**config.mk**
```make
export PLATFORM = sky130hd
export DESIGN_NAME = interrupt_flag_enable_logic
export DESIGN_NICKNAME = d
export VERILOG_FILES = /design/src/design/irq_pkg.sv /design/src/design/enable_update.sv /design/src/design/interrupt_flag_enable_logic.sv
export SDC_FILE = /design/constraint.sdc
export NUM_CORES = 1
export LEC_CHECK = 0
export CAP_MARGIN = 20
export CORE_AREA = 2 2 46 48
export DETAILED_ROUTE_END_ITERATION = 12
export DIE_AREA = 0 0 48 50
export DONT_BUFFER_PORTS = 1
export GPL_ROUTABILITY_DRIVEN = 0
export HOLD_SLACK_MARGIN = 0.03
export PLACE_DENSITY = 0.68
export SETUP_SLACK_MARGIN = 0.15
export SYNTH_ARGS = -nofsm -noshare
export SYNTH_HDL_FRONTEND = slang
export SYNTH_SLANG_ARGS = --single-unit
```
**constraint.sdc**
```tcl
create_clock -name ref_clk -period 1.2 [get_ports ref_clk]
set_clock_uncertainty 0.15 [all_clocks]
set_input_delay 0.24 -clock ref_clk [delete_from_list [all_inputs] [get_ports ref_clk]]
set_output_delay 0.24 -clock ref_clk [all_outputs]
set_load 0.01 [all_outputs]
```
**src/design/irq_pkg.sv**
```systemverilog
// Constants shared by the interrupt flag and enable logic.
package irq_pkg;
    localparam int NUM_SRC = 7;
    localparam logic [3:0] REG_FLAG = 4'hD;
    localparam logic [3:0] REG_ENABLE = 4'hE;
    localparam int SUMMARY_BIT = 7;
    localparam int SET_CLEAR_BIT = 7;
    localparam logic [6:0] FLAG_RESET = 7'h00;
    localparam logic [6:0] ENABLE_RESET = 7'h00;
    localparam logic [7:0] DATA_IDLE = 8'h00;
    typedef enum logic [1:0] {
        ACC_IDLE = 2'b00,
        ACC_READ = 2'b01,
        ACC_WRITE = 2'b10
    } access_t;
endpackage

```
**src/design/enable_update.sv**
```systemverilog
`timescale 1ns/1ns
// Set or clear update of the enable mask from one written data byte.
module enable_update #(
    parameter int WIDTH = 7
) (
    // Current mask and written data
    input wire logic [WIDTH-1:0] mask_cur,
    input wire logic [WIDTH-1:0] sel_bits,
    input wire logic set_mode,
    // Updated mask
    output logic [WIDTH-1:0] mask_new
);
    initial begin
        if (WIDTH < 1 || WIDTH > 7) begin
            $error("enable_update: WIDTH must be 1 to 7");
        end
    end

    always_comb begin
        if (set_mode) begin
            mask_new = mask_cur | sel_bits;
        end else begin
            mask_new = mask_cur & ~sel_bits;
        end
    end
endmodule

```
**src/design/interrupt_flag_enable_logic.sv**
```systemverilog
`timescale 1ns/1ns
// Interrupt flag and enable registers with wire-OR interrupt request.
// What this block does
// - Request when any flag and enable match.
// - Flag bit 7 is not a clearable flag.
// - Summary clears only when nothing enabled pends.
// - Enable write, bit7 low: ones clear.
// - Enable write, bit7 high: ones set.
// - Zero data bits leave enables unchanged.
// - Enable read gives mask, bit 7 one.
// - Writing one to flag clears it.
// - Flag bit 7 mirrors request state.
// - Request is active low, open drain.
module interrupt_flag_enable_logic #(
    parameter int NUM_SRC = irq_pkg::NUM_SRC
) (
    // Clock and reset
    input wire logic ref_clk,
    input wire logic sys_rst,
    // Register bus
    input wire logic chip_sel,
    input wire logic write_en,
    input wire logic [3:0] reg_sel,
    input wire logic [7:0] wr_data,
    output logic [7:0] rd_data,
    // Flag sources, one-cycle set pulses
    input wire logic [NUM_SRC-1:0] flag_set,
    // Interrupt request pin
    output logic irq_n_out,
    output logic irq_n_oe
);
    logic [NUM_SRC-1:0] flag_r;
    logic [NUM_SRC-1:0] flag_nxt;
    logic [NUM_SRC-1:0] enable_r;
    logic [NUM_SRC-1:0] enable_nxt;
    logic [NUM_SRC-1:0] enable_upd;
    logic [7:0] rd_data_r;
    logic [7:0] rd_data_nxt;
    logic pending;
    irq_pkg::access_t acc;
    logic wr_flag;
    logic wr_enable;
    logic rd_flag;
    logic rd_enable;
    logic [NUM_SRC-1:0] flag_cleared;

    // True when the access of this cycle is of the wanted kind and hits the given register.
    function automatic logic access_hit(input irq_pkg::access_t kind_now,
        input irq_pkg::access_t kind_want, input logic [3:0] sel, input logic [3:0] code);
        access_hit = (kind_now == kind_want) && (sel == code);
    endfunction

    initial begin
        if (NUM_SRC != irq_pkg::NUM_SRC) begin
            $error("interrupt_flag_enable_logic: NUM_SRC must be 7");
        end
        if (irq_pkg::SUMMARY_BIT != NUM_SRC || irq_pkg::SET_CLEAR_BIT != NUM_SRC) begin
            $error("interrupt_flag_enable_logic: bit 7 must sit just above the sources");
        end
    end

    always_comb begin
        if (!chip_sel) begin
            acc = irq_pkg::ACC_IDLE;
        end else if (write_en) begin
            acc = irq_pkg::ACC_WRITE;
        end else begin
            acc = irq_pkg::ACC_READ;
        end
    end

    assign pending = |(flag_r & enable_r);

    // Register decode; any other select is ignored on write and reads as zero.
    assign wr_flag = access_hit(acc, irq_pkg::ACC_WRITE, reg_sel, irq_pkg::REG_FLAG);
    assign wr_enable = access_hit(acc, irq_pkg::ACC_WRITE, reg_sel, irq_pkg::REG_ENABLE);
    assign rd_flag = access_hit(acc, irq_pkg::ACC_READ, reg_sel, irq_pkg::REG_FLAG);
    assign rd_enable = access_hit(acc, irq_pkg::ACC_READ, reg_sel, irq_pkg::REG_ENABLE);

    enable_update #(.WIDTH(NUM_SRC)) u_enable_update (
        .mask_cur(enable_r),
        .sel_bits(wr_data[NUM_SRC-1:0]),
        .set_mode(wr_data[irq_pkg::SET_CLEAR_BIT]),
        .mask_new(enable_upd)
    );

    // Flag group. A new event wins over a clear in the same cycle.
    always_comb begin
        flag_cleared = flag_r;
        if (wr_flag) begin
            flag_cleared = flag_r & ~wr_data[NUM_SRC-1:0];
        end
        flag_nxt = flag_cleared | flag_set;
    end

    always_ff @(posedge ref_clk or posedge sys_rst) begin
        if (sys_rst) begin
            flag_r <= irq_pkg::FLAG_RESET;
        end else begin
            flag_r <= flag_nxt;
        end
    end

    // Enable group. Only a write to the enable register moves the mask.
    always_comb begin
        enable_nxt = enable_r;
        if (wr_enable) begin
            enable_nxt = enable_upd;
        end
    end

    always_ff @(posedge ref_clk or posedge sys_rst) begin
        if (sys_rst) begin
            enable_r <= irq_pkg::ENABLE_RESET;
        end else begin
            enable_r <= enable_nxt;
        end
    end

    // Read group. The byte stands for the one cycle after the read is taken.
    always_comb begin
        rd_data_nxt = irq_pkg::DATA_IDLE;
        if (rd_flag) begin
            rd_data_nxt = {pending, flag_r};
        end else if (rd_enable) begin
            rd_data_nxt = {1'b1, enable_r};
        end
    end

    always_ff @(posedge ref_clk or posedge sys_rst) begin
        if (sys_rst) begin
            rd_data_r <= irq_pkg::DATA_IDLE;
        end else begin
            rd_data_r <= rd_data_nxt;
        end
    end

    assign rd_data = rd_data_r;
    // Pin is only ever pulled low; released otherwise.
    assign irq_n_out = 1'b0;
    assign irq_n_oe = pending;

    // Request pin, summary bit and flag read.
    chk_irq_follows: assert property (@(posedge ref_clk) disable iff (sys_rst)
        (|(flag_set & enable_r)
        && !(chip_sel && write_en && reg_sel == irq_pkg::REG_ENABLE))
        |=> irq_n_oe)
        else $error("enabled event did not drive the request");

    chk_irq_release: assert property (@(posedge ref_clk) disable iff (sys_rst)
        (chip_sel && write_en && reg_sel == irq_pkg::REG_FLAG && flag_set == '0
        && (flag_r & enable_r & ~wr_data[NUM_SRC-1:0]) == '0)
        |=> !irq_n_oe)
        else $error("request still driven after pending flags cleared");

    chk_summary_hold: assert property (@(posedge ref_clk) disable iff (sys_rst)
        $fell(irq_n_oe)
        |-> ($past(wr_flag) || $past(wr_enable)))
        else $error("summary dropped without a clear or disable write");

    chk_summary_read: assert property (@(posedge ref_clk) disable iff (sys_rst)
        (chip_sel && !write_en && reg_sel == irq_pkg::REG_FLAG)
        |=> rd_data[irq_pkg::SUMMARY_BIT] == $past(irq_n_oe))
        else $error("summary bit differs from request");

    chk_flag_read: assert property (@(posedge ref_clk) disable iff (sys_rst)
        (chip_sel && !write_en && reg_sel == irq_pkg::REG_FLAG)
        |=> rd_data[NUM_SRC-1:0] == $past(flag_r))
        else $error("flag read does not show the flags");

    // Flag register.
    chk_flag_clear: assert property (@(posedge ref_clk) disable iff (sys_rst)
        (chip_sel && write_en && reg_sel == irq_pkg::REG_FLAG && flag_set == '0)
        |=> flag_r == ($past(flag_r) & ~$past(wr_data[NUM_SRC-1:0])))
        else $error("flag write did not clear ones");

    chk_flag_hold: assert property (@(posedge ref_clk) disable iff (sys_rst)
        !(chip_sel && write_en && reg_sel == irq_pkg::REG_FLAG)
        |=> flag_r == ($past(flag_r) | $past(flag_set)))
        else $error("flags changed without a write or event");

    chk_top_not_flag: assert property (@(posedge ref_clk) disable iff (sys_rst)
        (chip_sel && write_en && reg_sel == irq_pkg::REG_FLAG
        && wr_data[NUM_SRC-1:0] == '0 && flag_set == '0)
        |=> $stable(flag_r))
        else $error("writing only bit 7 changed the flags");

    chk_set_wins: assert property (@(posedge ref_clk) disable iff (sys_rst)
        (flag_set != '0)
        |=> (flag_r & $past(flag_set)) == $past(flag_set))
        else $error("set event lost");

    // Enable register.
    chk_enable_set: assert property (@(posedge ref_clk) disable iff (sys_rst)
        (chip_sel && write_en && reg_sel == irq_pkg::REG_ENABLE
        && wr_data[irq_pkg::SET_CLEAR_BIT])
        |=> enable_r == ($past(enable_r) | $past(wr_data[NUM_SRC-1:0])))
        else $error("enable set write wrong");

    chk_enable_clr: assert property (@(posedge ref_clk) disable iff (sys_rst)
        (chip_sel && write_en && reg_sel == irq_pkg::REG_ENABLE
        && !wr_data[irq_pkg::SET_CLEAR_BIT])
        |=> enable_r == ($past(enable_r) & ~$past(wr_data[NUM_SRC-1:0])))
        else $error("enable clear write wrong");

    chk_enable_hold: assert property (@(posedge ref_clk) disable iff (sys_rst)
        !(chip_sel && write_en && reg_sel == irq_pkg::REG_ENABLE)
        |=> $stable(enable_r))
        else $error("enable changed without write");

    chk_enable_read: assert property (@(posedge ref_clk) disable iff (sys_rst)
        (chip_sel && !write_en && reg_sel == irq_pkg::REG_ENABLE)
        |=> rd_data == {1'b1, $past(enable_r)})
        else $error("enable read wrong");

    chk_read_idle: assert property (@(posedge ref_clk) disable iff (sys_rst)
        !(rd_flag || rd_enable)
        |=> rd_data == irq_pkg::DATA_IDLE)
        else $error("read data not idle without a register read");

    // Reset.
    chk_reset_clear: assert property (@(posedge ref_clk)
        $fell(sys_rst)
        |-> (flag_r == irq_pkg::FLAG_RESET && enable_r == irq_pkg::ENABLE_RESET && !irq_n_oe))
        else $error("state not cleared by reset");
endmodule

```
==> Word level (Yosys, flattened, before mapping) <==
Index checks and enable logic that the tools add are counted.
{ "totals": {"word_cells": 24, "out_inout_bits": 10, "reg_bits": 22} }
{ "classes": {"reduce_logical": 5, "bitwise_logic": 6, "eq_ne": 4, "n_mux": 6} }
{ "ops": {"columns": ["op", "count"], "rows": [
  ["bitwise AND 7 bit", 3],
  ["2-to-1 mux 8 bit", 2],
  ["2-to-1 mux 7 bit", 2],
  ["OR 7 bit", 2],
  ["equality test 4 bit (second input constant)", 2],
  ["NOT 7 bit", 1],
  ["OR reduction 7 bit", 1],
  ["logical AND 1 bit", 4],
  ["2-to-1 mux 2 bit", 2],
  ["equality test 2 x 1 -> 1 bit (second input constant)", 1],
  ["equality test 2 bit (second input constant)", 1]
]} }

==> Depth between registers and ports, before layout <==
{ "logic_depth": {"word_depth": 6, "ltp_mapped": 5, "ltp_nobuf": 3} }

==> Modules after synthesis <==
From an unflattened synthesis, not the netlist that was laid out.
{ "hier_totals": {"hier_cells": 75, "hier_area_um2": 1047.3} }
{ "modules_own_cells": {"columns": ["module", "area_each_um2", "seq_area_each_um2", "instances", "cells_per_inst"], "rows": [
  ["interrupt_flag_enable_logic", 968.4, 550.5, 1, 68],
  ["enable_update", 78.8, 0.0, 1, 7]
]} }

==> Worst setup path after synthesis <==
Ideal clock, no wire load.
{ "synth_path": {"path_kind": "reg2reg", "start": "register flag_r[6]", "end": "register rd_data_r[7], in the netlist rd_data[7]", "path_slack_ps": -173, "arrival_time_ps": 1104, "path_buffers": 0, "path_stages_with_launch": 4, "cell_sequence": "dfrtp_1 -> a222oi_1 -> nand3_1 -> a21o_2"} }
{ "synth_via": {"elab_chain_len": 3} }
{ "synth_rtl": {"columns": ["element", "line_no", "text"], "rows": [
  ["start, declared", "interrupt_flag_enable_logic.sv:32", "logic [NUM_SRC-1:0] flag_r;"],
  ["start signal, assigned", "interrupt_flag_enable_logic.sv:98", "flag_r <= irq_pkg::FLAG_RESET;"],
  ["start signal, assigned", "interrupt_flag_enable_logic.sv:100", "flag_r <= flag_nxt;"],
  ["bitwise AND 7 bit", "interrupt_flag_enable_logic.sv:72", "assign pending = |(flag_r & enable_r);"],
  ["OR reduction 7 bit", "interrupt_flag_enable_logic.sv:72", null],
  ["via irq_n_oe", "interrupt_flag_enable_logic.sv:30", "output logic irq_n_oe"],
  ["2-to-1 mux 8 bit", "interrupt_flag_enable_logic.sv:123", "if (rd_flag) begin"],
  ["via rd_data_nxt[7]", "interrupt_flag_enable_logic.sv:38", "logic [7:0] rd_data_nxt;"],
  ["end signal, assigned", "interrupt_flag_enable_logic.sv:132", "rd_data_r <= irq_pkg::DATA_IDLE;"],
  ["end signal, assigned", "interrupt_flag_enable_logic.sv:134", "rd_data_r <= rd_data_nxt;"],
  ["end, declared", "interrupt_flag_enable_logic.sv:37", "logic [7:0] rd_data_r;"]
]} }
The timed path passes the listed nets, and every way through them passes these cells.
A chain may end at the register's enable or synchronous reset.

==> Worst setup path after layout <==
{ "layout_path": {"start": "register flag_r[2]", "end": "output irq_n_oe"} }
{ "layout_via": {"elab_chain_len": 2} }
{ "layout_rtl": {"columns": ["element", "line_no"], "rows": [
  ["bitwise AND 7 bit", "interrupt_flag_enable_logic.sv:72"],
  ["OR reduction 7 bit", "interrupt_flag_enable_logic.sv:72"],
  ["end, declared", "interrupt_flag_enable_logic.sv:30"]
]} }
No other way between the ends.

==> flow_metrics.env <==
export IMPL_grt_pass1_wl_um=3594
export IMPL_rrSetupSlack_ns=-0.15
export IMPL_syn_num_nets=98
export IMPL_vias_per_cell=5.420
export IMPL_ys_seq_area_share_pct=57.74
export IMPL_fp_dieArea_sq_mm=0.002400
export IMPL_area_growth_pct=49.87
export IMPL_routed_wl_um=2193
export IMPL_path_class="register to primary output"
export IMPL_r2r_start="flag_r[2]$_DFF_PP0_"
export IMPL_yosys_register_bits=22
export IMPL_ant_nets=0
export IMPL_netlist_instances=75
export IMPL_p_leak_nw=0.6832
export IMPL_setup_tns_ns=-0.6765
export IMPL_mostFrequentLayoutCells="dfrtp_1, buf_4, nand3_2, dlygate4sd3_1"
export IMPL_whs_ns=0.1220
export IMPL_hold_viol=0
export IMPL_cp_top_family="flip-flops"
export IMPL_min_period_over_period_pct=143.8
export IMPL_setup_ws_ns=-0.5254
export IMPL_drc_errors=0
export IMPL_hpwl_um=1472
export IMPL_root_buffer="clkbuf_4"
export IMPL_timing_rr_end="rd_data[7]$_DFF_PP0_"
export IMPL_layout_drive_gt1_share_pct=44.14
export IMPL_dr_pass1_iters=5
export IMPL_stdcell_count=138
export IMPL_fp_row_count=16
export IMPL_drtIter0Drc=7
export IMPL_crit_end="irq_n_oe"
export IMPL_powerDensity_mw_per_mm2=981.6
export IMPL_cts_tree="built"
export IMPL_seq_area_sq_um=550.5
export IMPL_cp_end_kind="primary output"
export IMPL_grt_pass1_vias=785
export IMPL_irDropWorstVdd_uv=670.6
export IMPL_die_x_um=48
export IMPL_place_inst=117
export IMPL_clk_pin_slew_ns=0.11
export IMPL_crit_buf_inv=1
export IMPL_grt_max_degree=19
export IMPL_fillCellCount=130
export IMPL_insertion_delay_ns=0.30
export IMPL_layout_nets=136
export IMPL_vias=748
export IMPL_rr_worst_depth=3
export IMPL_fin_util_pct=75.13
export IMPL_wl_per_cell_um=15.89
export IMPL_rsz0062_at_grt="true"
export IMPL_overflow=0
export IMPL_io_pin_count=33
export IMPL_hold_class="input port to async pin"
export IMPL_status="complete, but fails checks"
export IMPL_cts_made_buffers=3
export IMPL_clockBufferDepth=2
export IMPL_start_kind="register"
export IMPL_drv_cap=0
export IMPL_n_antenna_cell=0
export IMPL_max_stage_delay_ns=0.41
export IMPL_synth_cell_area_sq_um=953.4
export IMPL_core_area_sq_mm=0.001902
export IMPL_cts_sinks=22
export IMPL_synth_avg_cell_area_sq_um=12.71
export IMPL_path_cells="a222oi_1 -> nand3_1 -> buf_4"
export IMPL_antenna_found_initial=0
export IMPL_setup_worst_path_start="flag_r[2]$_DFF_PP0_"
export IMPL_crit_arrival_ns=1.34
export IMPL_post_route_min_period_ns=1.725
export IMPL_clock_fmax_mhz=579.6
export IMPL_h_tree_depth=1
export IMPL_drv_slew=0
export IMPL_setup_viol=2
export IMPL_yosys_warnings=0
export IMPL_die_y_um=50
export IMPL_multi_input_area_sq_um=436.7
export IMPL_grtUsageTotal_pct=21.46
export IMPL_port_buffers=0
export IMPL_ys_types=16
export IMPL_cp_slowest_cell="dfrtp_1"
export IMPL_worstPathMaxFanout=2
export IMPL_worstPathRequired_ns=0.81
export IMPL_violations="setup timing"
export IMPL_final_common_cell="dfrtp_1"
export IMPL_initial_core_util_pct=50.13
export IMPL_critical_path_depth=3
==> Yosys cell counts <==
cell | count | area share, %
conb_1 | 1 | 0.39
a21o_2 | 1 | 0.92
dfrtp_1 | 22 | 58
buf_6 | 2 | 2.4
mux2_2 | 7 | 8.3
a22oi_1 | 2 | 1.6
nand3_1 | 15 | 7.9
a222oi_1 | 1 | 1.0
and2_1 | 1 | 0.66
and3b_1 | 2 | 1.8
buf_2 | 1 | 0.52
and4b_1 | 2 | 2.1
inv_1 | 1 | 0.39
a22o_1 | 7 | 6.4
a21o_1 | 7 | 5.5
buf_4 | 3 | 2.4
==> power by group <==
| part | switching (mW) | total (mW) | internal (mW) |
|---|---|---|---|
| combinational | 0.111 | 0.285 | 0.174 |
| sequential | 0.0237 | 0.801 | 0.777 |
| clock | 0.200 | 0.317 | 0.117 |
| total | 0.335 | 1.40 | 1.07 |
==> kinds of logic (layout without fill, tap and decap cells) <==
kind of cell           count (synthesis)  in the layout  share of synthesized area [%]
other                                  1              1                         0.3933
multiplexers                           7              7                          8.268
flip-flops                            22             22                          57.74
buffers and inverters                  7             43                          5.642
AO/OA/AOI/OAI                         18             18                          15.49
AND/OR/NAND/NOR                       20             20                          12.47
==> repair_timing <==
| action | in CTS | in global routing |
|---|---|---|
| resized for setup | 2 | 13 |
| gates cloned | 0 | 0 |
| endpoints found under the setup margin | 11 | 20 |
| setup buffers | 2 | 0 |
| endpoints found under the hold margin | 36 | 7 |
| hold buffers | 15 | 1 |
| pin swaps | 4 | 0 |
==> routing by layer <==
layer / up-vias / share of wire, % / track usage [%] / wire (um)
met5: - / 0 / 0 / 0
met4: 0 / 1.2 / 6.757 / 27
met3: 4 / 3.4 / 4.396 / 74
met2: 24 / 51 / 33.78 / 1116
met1: 369 / 44 / 28.70 / 973
li1: 351 / - / - / -
==> area by class of cell <==
type                       count  share of cell area (%)
clock buffer                   3                   1.576
inverter                       1                  0.2627
multi-input combinational     46                   30.56
sequential                    22                   38.53
tap                           27                   2.364
timing repair buffer          39                   26.71
==> per-stage QoR <==
step                power [mW]  worst slack (ns)  instance area (sq um)
finish                   1.403           -0.5254                   1429
global route             1.481           -0.6064                   1429
CTS                      1.385           -0.5603                   1379
detailed placement       1.012           -0.2471                   1184
global placement         1.005           -0.2043                   1184
floorplan               0.9238           -0.1456                   1037
==> worst min path at each step <==
stage                            to  startpoint  depth (start not counted)  slack (ns)
2_1_floorplan             async pin     sys_rst                          1        0.08
3_3_place_gp   rd_data[0]$_DFF_PP0_     sys_rst                          1        -0.1
3_5_place_dp   rd_data[0]$_DFF_PP0_     sys_rst                          1       -0.09
4_1_cts                    register  wr_data[7]                          1       -0.08
5_1_grt        rd_data[2]$_DFF_PP0_     sys_rst                          2        0.15
6_report       rd_data[0]$_DFF_PP0_     sys_rst                          2        0.12
Power figures use the tool's default switching activity.
